[src/irq_route_pkg.sv]
// constants, register map and helpers for the interrupt vector router
// assumes a 32-bit avalon-mm slave with byte addresses, one clock domain
// How it works
// RL1: external pins 0..2 raise vectors 29, 30, 31; vector 29 sits at 0074h.
// RL2: second dma channel completion raises vector 41 at 00a4h.
// RL3: third dma channel request raises vector 42 at 00a8h.
// RL4: vector 43 at 00ach: serial5 start/stop, collision, consumer event 1.
// RL5: vector 44: serial5 transmit, not-acknowledge, consumer event 2.
// RL6: vector 45 at 00b4h: serial5 receive and acknowledge.
// RL7: vector 46 at 00b8h: serial6 start/stop, collision, clock period event.
// RL8: vector 47: serial6 transmit, not-acknowledge, clock compare match.
// RL9: vector 48 at 00c0h: serial6 receive and acknowledge.
// RL10: vector 49 at 00c4h: serial7 start/stop+collision, or remote control 0.
// RL11: vector 50: serial7 transmit+not-acknowledge, or remote control 1.
// RL12: vector 51 at 00cch: serial7 receive and acknowledge.
// RL13: vectors 52..58, up to 00e8h, have no hardware source at all.
// RL14: two-wire bus controller raises vector 59 at 00ech.
// RL15: two-wire clock/data pin-level event raises vector 60 at 00f0h.
// RL16: select bit 4: 0 serial7 start/stop+collision, 1 remote control 0.
// RL17: select bit 5: 0 serial7 transmit+not-acknowledge, 1 remote control 1.
// RL18: select bit 6: 0 timer b3, 1 serial0 start/stop+collision.
// RL19: select bit 7: 0 timer b4, 1 serial1 start/stop+collision.
// RL20: select bits 2 and 3 enable two-wire and pin-level sources; 0 unused.
// RL21: each vector slot is four bytes; offset equals four times number.
package irq_route_pkg;
  localparam int vec_count = 64;
  typedef logic [5:0] vec_num_type;
  typedef logic [7:0] vec_off_type;
  typedef logic [vec_count-1:0] vec_set_type;
  typedef logic [9:0] reg_index_type;

  localparam vec_num_type vec_timer_b4 = 6'h06;
  localparam vec_num_type vec_timer_b3 = 6'h07;
  localparam vec_num_type vec_ext0 = 6'h1d;
  localparam vec_num_type vec_ext1 = 6'h1e;
  localparam vec_num_type vec_ext2 = 6'h1f;
  localparam vec_num_type vec_dma2 = 6'h29;
  localparam vec_num_type vec_dma3 = 6'h2a;
  localparam vec_num_type vec_s5_cond = 6'h2b;
  localparam vec_num_type vec_s5_tx = 6'h2c;
  localparam vec_num_type vec_s5_rx = 6'h2d;
  localparam vec_num_type vec_s6_cond = 6'h2e;
  localparam vec_num_type vec_s6_tx = 6'h2f;
  localparam vec_num_type vec_s6_rx = 6'h30;
  localparam vec_num_type vec_s7_cond = 6'h31;
  localparam vec_num_type vec_s7_tx = 6'h32;
  localparam vec_num_type vec_s7_rx = 6'h33;
  localparam vec_num_type vec_soft_first = 6'h34;
  localparam vec_num_type vec_soft_last = 6'h3a;
  localparam vec_num_type vec_two_wire = 6'h3b;
  localparam vec_num_type vec_pin_level = 6'h3c;

  localparam vec_off_type off_ext0 = 8'h74;
  localparam vec_off_type off_dma2 = 8'ha4;
  localparam vec_off_type off_dma3 = 8'ha8;
  localparam vec_off_type off_s5_cond = 8'hac;
  localparam vec_off_type off_s5_rx = 8'hb4;
  localparam vec_off_type off_s6_cond = 8'hb8;
  localparam vec_off_type off_s6_rx = 8'hc0;
  localparam vec_off_type off_s7_cond = 8'hc4;
  localparam vec_off_type off_s7_rx = 8'hcc;
  localparam vec_off_type off_soft_last = 8'he8;
  localparam vec_off_type off_two_wire = 8'hec;
  localparam vec_off_type off_pin_level = 8'hf0;

  // register indices; byte address is four times the index
  localparam reg_index_type idx_select_third = 10'h205;
  localparam reg_index_type idx_select_second = 10'h206;
  localparam reg_index_type idx_select_first = 10'h207;
  localparam reg_index_type idx_match_enable = 10'h20e;
  localparam reg_index_type idx_match_enable_upper = 10'h20f;
  localparam reg_index_type idx_match_compare_0 = 10'h210;
  localparam reg_index_type idx_match_compare_1 = 10'h214;
  localparam reg_index_type idx_match_compare_2 = 10'h218;
  localparam reg_index_type idx_match_compare_3 = 10'h21c;
  localparam reg_index_type idx_pending_low = 10'h220;
  localparam reg_index_type idx_pending_high = 10'h221;

  localparam int sel_two_wire = 2;
  localparam int sel_pin_level = 3;
  localparam int sel_s7_cond = 4;
  localparam int sel_s7_tx = 5;
  localparam int sel_timer_b3 = 6;
  localparam int sel_timer_b4 = 7;

  localparam logic [7:0] reset_byte = 8'h00;
  localparam logic [23:0] reset_compare = 24'h000000;

  function automatic vec_off_type vec_offset(input vec_num_type n);
    return {n, 2'b00};
  endfunction

  // byte-lane merge of a write into the current register value
  function automatic logic [31:0] lanes(input logic [31:0] old,
                                        input logic [31:0] data,
                                        input logic [3:0] be);
    logic [31:0] r;
    r = old;
    for (int i = 0; i < 4; i++) begin
      if (be[i]) begin
        r[i*8 +: 8] = data[i*8 +: 8];
      end
    end
    return r;
  endfunction
endpackage

[src/vector_pick_if.sv]
// bundle between the router and its lowest-number pending picker
// assumes both ends run combinationally within one clock domain
`timescale 1ns/10ps
interface vector_pick_if;
  import irq_route_pkg::*;
  vec_set_type candidates;
  logic found;
  vec_num_type number;
  modport picker (input candidates, output found, output number);
  modport user (output candidates, input found, input number);
endinterface

[src/vector_picker.sv]
// picks the lowest-numbered pending vector from a set of candidates
// assumes candidates come from logic on the same clock
`timescale 1ns/10ps
module vector_picker (
  // candidate set in, chosen vector out
  vector_pick_if.picker pick
);
  import irq_route_pkg::*;

  always_comb begin
    pick.found = 1'b0;
    pick.number = '0;
    // scan downwards so the lowest number is left standing
    for (int i = vec_count - 1; i >= 0; i--) begin
      if (pick.candidates[i]) begin
        pick.found = 1'b1;
        pick.number = vec_num_type'(i);
      end
    end
  end
endmodule

[src/irq_vector_router.sv]
// interrupt vector router: peripheral events to sticky vector requests
// assumes event inputs are one-cycle pulses on clk, external pins are async
`timescale 1ns/10ps
module irq_vector_router (
  // clock and reset
  input wire logic clk,
  input wire logic rst_b,
  // avalon-mm register slave
  input wire logic [11:0] address,
  input wire logic read,
  input wire logic write,
  input wire logic [31:0] writedata,
  input wire logic [3:0] byteenable,
  output logic [31:0] readdata,
  output logic waitrequest,
  // external interrupt pins, active low, asynchronous
  input wire logic [2:0] external_irq_pin_b,
  // dma events
  input wire logic dma2_done,
  input wire logic dma3_request,
  // serial channel 5
  input wire logic serial5_start_stop,
  input wire logic serial5_collision,
  input wire logic serial5_transmit,
  input wire logic serial5_not_acknowledge,
  input wire logic serial5_receive,
  input wire logic serial5_acknowledge,
  input wire logic consumer_control_event_1,
  input wire logic consumer_control_event_2,
  // serial channel 6 and real-time clock
  input wire logic serial6_start_stop,
  input wire logic serial6_collision,
  input wire logic serial6_transmit,
  input wire logic serial6_not_acknowledge,
  input wire logic serial6_receive,
  input wire logic serial6_acknowledge,
  input wire logic rtc_period,
  input wire logic rtc_compare_match,
  // serial channel 7 and remote-control receiver
  input wire logic serial7_start_stop,
  input wire logic serial7_collision,
  input wire logic serial7_transmit,
  input wire logic serial7_not_acknowledge,
  input wire logic serial7_receive,
  input wire logic serial7_acknowledge,
  input wire logic remote_control_0,
  input wire logic remote_control_1,
  // two-wire bus
  input wire logic two_wire_event,
  input wire logic two_wire_pin_level,
  // shared timer and serial 0/1 condition sources
  input wire logic timer_b3,
  input wire logic timer_b4,
  input wire logic serial0_start_stop,
  input wire logic serial0_collision,
  input wire logic serial1_start_stop,
  input wire logic serial1_collision,
  // processor core vector fetch
  output logic irq_request,
  output irq_route_pkg::vec_num_type irq_vector_number,
  output irq_route_pkg::vec_off_type irq_vector_offset,
  input wire logic irq_acknowledge
);
  import irq_route_pkg::*;

  logic [7:0] irq_source_select_third;
  logic [7:0] irq_source_select_second;
  logic [7:0] irq_source_select_first;
  logic [7:0] address_match_irq_enable;
  logic [7:0] address_match_irq_enable_upper;
  logic [23:0] address_match_compare_0;
  logic [23:0] address_match_compare_1;
  logic [23:0] address_match_compare_2;
  logic [23:0] address_match_compare_3;
  logic bus_ack;
  logic [2:0] pin_meta;
  logic [2:0] pin_sync;
  logic [2:0] pin_last;
  vec_set_type pending;
  vec_set_type set_vec;
  vec_set_type clr_vec;
  vec_set_type next_pending;

  vector_pick_if pick ();

  vector_picker picker_inst (
    .pick(pick.picker)
  );

  // register bus decode
  wire reg_index_type idx = address[11:2];
  wire logic bus_req = read | write;
  wire logic wr_go = write & bus_ack;
  wire logic hit_third = idx == idx_select_third;
  wire logic hit_second = idx == idx_select_second;
  wire logic hit_first = idx == idx_select_first;
  wire logic hit_en = idx == idx_match_enable;
  wire logic hit_en_up = idx == idx_match_enable_upper;
  wire logic hit_cmp0 = idx == idx_match_compare_0;
  wire logic hit_cmp1 = idx == idx_match_compare_1;
  wire logic hit_cmp2 = idx == idx_match_compare_2;
  wire logic hit_cmp3 = idx == idx_match_compare_3;
  wire logic hit_pend_lo = idx == idx_pending_low;
  wire logic hit_pend_hi = idx == idx_pending_high;

  // unmapped addresses read as zero and swallow writes
  wire logic [31:0] read_mux =
    hit_third ? {24'h000000, irq_source_select_third} :
    hit_second ? {24'h000000, irq_source_select_second} :
    hit_first ? {24'h000000, irq_source_select_first} :
    hit_en ? {24'h000000, address_match_irq_enable} :
    hit_en_up ? {24'h000000, address_match_irq_enable_upper} :
    hit_cmp0 ? {8'h00, address_match_compare_0} :
    hit_cmp1 ? {8'h00, address_match_compare_1} :
    hit_cmp2 ? {8'h00, address_match_compare_2} :
    hit_cmp3 ? {8'h00, address_match_compare_3} :
    hit_pend_lo ? pending[31:0] :
    hit_pend_hi ? pending[63:32] : 32'h00000000;
  wire logic [31:0] merged = lanes(read_mux, writedata, byteenable);

  // one wait cycle per access keeps read data on a flip-flop
  assign waitrequest = bus_req & ~bus_ack;

  always_ff @(posedge clk) begin
    if (!rst_b) begin
      bus_ack <= 1'b0;
      readdata <= 32'h00000000;
    end else begin
      bus_ack <= bus_req & ~bus_ack;
      if (read && !bus_ack) begin
        readdata <= read_mux;
      end
    end
  end

  always_ff @(posedge clk) begin
    if (!rst_b) begin
      irq_source_select_third <= reset_byte;
      irq_source_select_second <= reset_byte;
      irq_source_select_first <= reset_byte;
      address_match_irq_enable <= reset_byte;
      address_match_irq_enable_upper <= reset_byte;
    end else if (wr_go) begin
      if (hit_third) irq_source_select_third <= merged[7:0];
      if (hit_second) irq_source_select_second <= merged[7:0];
      if (hit_first) irq_source_select_first <= merged[7:0];
      if (hit_en) address_match_irq_enable <= merged[7:0];
      if (hit_en_up) address_match_irq_enable_upper <= merged[7:0];
    end
  end

  always_ff @(posedge clk) begin
    if (!rst_b) begin
      address_match_compare_0 <= reset_compare;
      address_match_compare_1 <= reset_compare;
      address_match_compare_2 <= reset_compare;
      address_match_compare_3 <= reset_compare;
    end else if (wr_go) begin
      if (hit_cmp0) address_match_compare_0 <= merged[23:0];
      if (hit_cmp1) address_match_compare_1 <= merged[23:0];
      if (hit_cmp2) address_match_compare_2 <= merged[23:0];
      if (hit_cmp3) address_match_compare_3 <= merged[23:0];
    end
  end

  // pins are idle high, so reset the chain high to avoid a false edge
  always_ff @(posedge clk) begin
    if (!rst_b) begin
      pin_meta <= 3'h7;
      pin_sync <= 3'h7;
      pin_last <= 3'h7;
    end else begin
      pin_meta <= external_irq_pin_b;
      pin_sync <= pin_meta;
      pin_last <= pin_sync;
    end
  end

  wire logic [2:0] pin_fall = pin_last & ~pin_sync;

  // source routing
  wire logic s7_cond = serial7_start_stop | serial7_collision;
  wire logic s7_tx = serial7_transmit | serial7_not_acknowledge;
  wire logic s0_cond = serial0_start_stop | serial0_collision;
  wire logic s1_cond = serial1_start_stop | serial1_collision;
  wire logic route_s7_cond =
    irq_source_select_second[sel_s7_cond] ? remote_control_0 : s7_cond;
  wire logic route_s7_tx =
    irq_source_select_second[sel_s7_tx] ? remote_control_1 : s7_tx;
  wire logic route_b3 =
    irq_source_select_second[sel_timer_b3] ? s0_cond : timer_b3;
  wire logic route_b4 =
    irq_source_select_second[sel_timer_b4] ? s1_cond : timer_b4;
  wire logic route_two_wire =
    irq_source_select_second[sel_two_wire] & two_wire_event;
  wire logic route_pin_level =
    irq_source_select_second[sel_pin_level] & two_wire_pin_level;

  // vectors 52..58 and all others left out here stay zero
  always_comb begin
    set_vec = '0;
    set_vec[vec_ext0] = pin_fall[0]; // [RL1]
    set_vec[vec_ext1] = pin_fall[1]; // [RL1]
    set_vec[vec_ext2] = pin_fall[2]; // [RL1]
    set_vec[vec_dma2] = dma2_done; // [RL2]
    set_vec[vec_dma3] = dma3_request; // [RL3]
    set_vec[vec_s5_cond] = serial5_start_stop | serial5_collision |
                           consumer_control_event_1; // [RL4]
    set_vec[vec_s5_tx] = serial5_transmit | serial5_not_acknowledge |
                         consumer_control_event_2; // [RL5]
    set_vec[vec_s5_rx] = serial5_receive | serial5_acknowledge; // [RL6]
    set_vec[vec_s6_cond] = serial6_start_stop | serial6_collision |
                           rtc_period; // [RL7]
    set_vec[vec_s6_tx] = serial6_transmit | serial6_not_acknowledge |
                         rtc_compare_match; // [RL8]
    set_vec[vec_s6_rx] = serial6_receive | serial6_acknowledge; // [RL9]
    set_vec[vec_s7_cond] = route_s7_cond; // [RL10] [RL16]
    set_vec[vec_s7_tx] = route_s7_tx; // [RL11] [RL17]
    set_vec[vec_s7_rx] = serial7_receive | serial7_acknowledge; // [RL12]
    set_vec[vec_two_wire] = route_two_wire; // [RL14] [RL20]
    set_vec[vec_pin_level] = route_pin_level; // [RL15] [RL20]
    set_vec[vec_timer_b3] = route_b3; // [RL18]
    set_vec[vec_timer_b4] = route_b4; // [RL19]
  end

  // an event landing on the acknowledge cycle re-arms its flag
  assign clr_vec = (irq_acknowledge && irq_request) ?
                   vec_set_type'(1) << irq_vector_number : '0;
  assign next_pending = (pending & ~clr_vec) | set_vec;
  assign pick.candidates = next_pending;

  always_ff @(posedge clk) begin
    if (!rst_b) begin
      pending <= '0;
      irq_request <= 1'b0;
      irq_vector_number <= '0;
      irq_vector_offset <= '0;
    end else begin
      pending <= next_pending;
      irq_request <= pick.found;
      irq_vector_number <= pick.number;
      irq_vector_offset <= vec_offset(pick.number); // [RL21]
    end
  end
endmodule

[config.mk]
export PLATFORM = sky130hd
export DESIGN_NAME = irq_vector_router
export DESIGN_NICKNAME = d
export VERILOG_FILES = /design/src/irq_route_pkg.sv /design/src/vector_pick_if.sv /design/src/vector_picker.sv /design/src/irq_vector_router.sv
export SDC_FILE = /design/constraint.sdc
export NUM_CORES = 1
export LEC_CHECK = 0
export ABC_AREA = 1
export BUFFER_PORTS_ARGS = -buffer_cell sky130_fd_sc_hd__buf_2
export CORE_MARGIN = 2
export CORE_UTILIZATION = 48
export DETAILED_ROUTE_END_ITERATION = 10
export PLACE_DENSITY = 0.71
export SLEW_MARGIN = 5
export SYNTH_ARGS = -nofsm -noshare
export SYNTH_HDL_FRONTEND = slang
export SYNTH_SLANG_ARGS = --single-unit
[constraint.sdc]
create_clock -name clk -period 4.38 [get_ports clk]
set_clock_uncertainty 0.2 [all_clocks]
set_input_delay 0.219 -clock clk [delete_from_list [all_inputs] [get_ports clk]]
set_output_delay 0.219 -clock clk [all_outputs]
set_load 0.02 [all_outputs]
==> results.md <==
- Outcome: complete, but fails checks
- Violated checks: setup timing
- Critical Path Source Type: flip-flop
- IO Pins: 138
- VDD IR max: 0.305 mV
- CTS tree: done
- Total track usage: 27.3%
- Vias post-DR: 11.4k
- Clock-pin slew on the worst setup and hold paths: 0.06 ns
- Slew Limit Headroom: 21.2%
- Worst slew pin tran: 1.17 ns
- Largest net degree at the start of global routing: 81
- Combinational family with the most area after synthesis: compound AO/OA/AOI/OAI gates
- PD cells: 364 nW/µm²
- Vias/cell: 5.41
- Crit path DAT: 5.04 ns
- Compound-Gate Fraction of Synth Area: 26.2%
- Synth Flop Type: dfxtp_1
- Non-Filler Instances: 2101
- Slowest cell on the critical path: dfxtp_4
- Final Cycle Share: 109%
- Synth Area in XOR/XNOR: 0%
- Largest stage delay, worst path: 0.38 ns
- Synth Area in Simple Gates: 20.0%
- Die area: 24500 µm²
- Residual DRC count: 0
- Slew Limit Fails: 0
- First drt pass iteration count: 7
- Adder-Cell Fraction of Synth Area: 0%
- Commonest non-fill, non-tap cell in the layout: nand2_1
- Leakage power: 6.32 nW
- Initial Util: 49.1%
- Final setup viols: 1
- Post-synthesis mux area share: 0%
- First-pass GRT wire length: 54100 µm
- RSZ-0062 raised after global routing: yes
- Critical Path Sink Type: flip-flop
- Seq/Total Area, Yosys: 44.6%
- Layout area overhead: 25.9%
- Post-Place Cells: 1999
- Hold Crit Class: primary input to flip-flop
- Sink Count: 249
- CP most frequent cell: nand2_1
- H-tree levels: 1
- Final min period: 4.78 ns
- Nets: 1860
- Setup ws final: -0.400 ns
- Critical path peak fanout: 7
- Gr ovfl total: 0
- Die width: 157 µm
- First DRT Iteration DRCs: 936
- Wire per inst: 16.2 µm
- Commonest non-fill, non-tap cells in the layout: 246 x nand2_1, 245 x dfxtp_1, 241 x o21ai_0
- WL final: 34000 µm
- Post-synth EDFFs: 0
- Post-Synthesis Cells: 1562
- Synth Warn #: 0
- Layout fillers: 2031
- Fmax: 0.209 GHz
- Antenna violations before repair: 1
- PortBufs: 124
- Worst path required time: 4.64 ns
- Worst skew pair latency: 0.53 ns
- ANT nets after route: 0
- Max cap viols: 0
- Synthesized area: 11200 µm²
- Crit Path Class: flip-flop to flip-flop
- HPWL Detailed: 24000 µm
- Die H: 157 µm
- Share of synthesized flip-flops with an asynchronous set or reset: 0%
- Gpl congestion: 0.942
- Vias in the first global route: 10.4k
- Root Buffer: clkbuf_16
- Number of antenna diodes: 0
- CTS Buf Count: 26
- Pre-CTS setup slack: -0.403 ns
- Core Area: 22800 µm²
- #FFs+latches synth: 249
- Share of cells above drive strength 1: 18.0%
- Synth cell types: 45
- Clock Path Buffers: 3
- Num rows: 55
- Avg Cell Area, Syn: 7.16 µm²
- Hold Vio Cnt, Final: 0
## through the flow
stage                     power [mW]  cell area, µm²  util, %  setup TNS [ns]  hold WS (ns)
after detailed placement        2.71           12500     55.0          -0.403         0.202
after floorplan                 2.56           11200        -               0         0.126
after CTS                       5.15           14000     61.6          -0.312   0.000000222
after global placement          2.71           12500     55.0          -0.371         0.198
final                           5.13           14100     61.8          -0.400        0.0111
after global routing            5.29           14100     61.8          -0.947        0.0342
## layout make-up
| class | instances | area (µm²) | area share (%) |
|---|---|---|---|
| clock buffer | 36 | 769 | 5.47 |
| sequential | 249 | 4990 | 35.5 |
| inverter | 171 | 646 | 4.59 |
| timing repair buffer | 271 | 1860 | 13.2 |
| tap | 313 | 392 | 2.78 |
| clock inverter | 10 | 175 | 1.24 |
| multi-input combinational | 1051 | 5250 | 37.3 |
## what timing repair did
action,in CTS,in global routing
endpoints found under the setup margin,1,1
hold endpoints to repair,147,0
pin swaps,3,4
setup buffers,2,4
hold buffers,50,0
gates resized for setup,12,6
## synthesized netlist by cell type, types with 10 or more instances
library cell  instances  area (µm²)
dfxtp_1             249        4980
nand2_1             249         935
o21ai_0             241        1210
nor2_1              174         653
a21oi_1             162         811
inv_1               156         586
clkbuf_1             75         282
nand3_1              50         250
a221oi_1             23         201
o2111ai_1            20         175
o211ai_1             19         143
o21bai_1             17         128
nor3_1               13        65.1
nor4_1               13        81.3
nand4_1              11        68.8
inv_2                10        37.5
## metal layers
layer	up-vias	part of all wire [%]	global-route usage, %
li1	5676	-	-
met1	5224	45	38.0
met2	395	46	44.7
met3	66	6.6	3.90
met4	0	2.4	7.12
met5	-	0	0
## kinds of logic (layout without fill, tap and decap cells)
group,after synthesis,in the layout
buffers and inverters,263,488
and+or+nand+nor,534,534
DFF,249,249
AOI/OAI and AO/OA,515,515
other,1,2
## path summary, 6_finish.rpt
check                                     startpoint                   end  slack [ns]  depth (start not counted)
worst max-delay path            irq_vector_offset[2]  irq_vector_offset[2]       -0.40                         66
worst max register to register  irq_vector_offset[2]  irq_vector_offset[2]       -0.40                         66
worst min register to register           pin_meta[0]           pin_sync[0]        0.22                          1
worst min-delay path              serial7_start_stop           pending[49]        0.01                          6
## registers in the layout (all words and copies together) (netlist names)
name	cells
address_match_compare_0	24
address_match_compare_1	24
address_match_compare_2	24
address_match_compare_3	24
address_match_irq_enable	8
address_match_irq_enable_upper	8
bus_ack	1
irq_request	1
irq_source_select_first	8
irq_source_select_second	8
irq_source_select_third	8
irq_vector_offset	6
pending	64
pin_last	3
pin_meta	3
pin_sync	3
readdata	32
## critical path, delay by kind of cell, from the launching register on
| kind | cells | cell delay [ns] |
|---|---|---|
| compound gates | 2 | 0.27 |
| buf+inv | 1 | 0.13 |
| flops | 1 | 0.38 |
| simple gates | 63 | 3.72 |
## power by group
part	internal, mW	switching [mW]
combinational	0.146	0.233
sequential	2.30	0.0242
clock	1.51	0.913
total	3.96	1.17
Note: power is estimated with default switching activity, not from simulation.
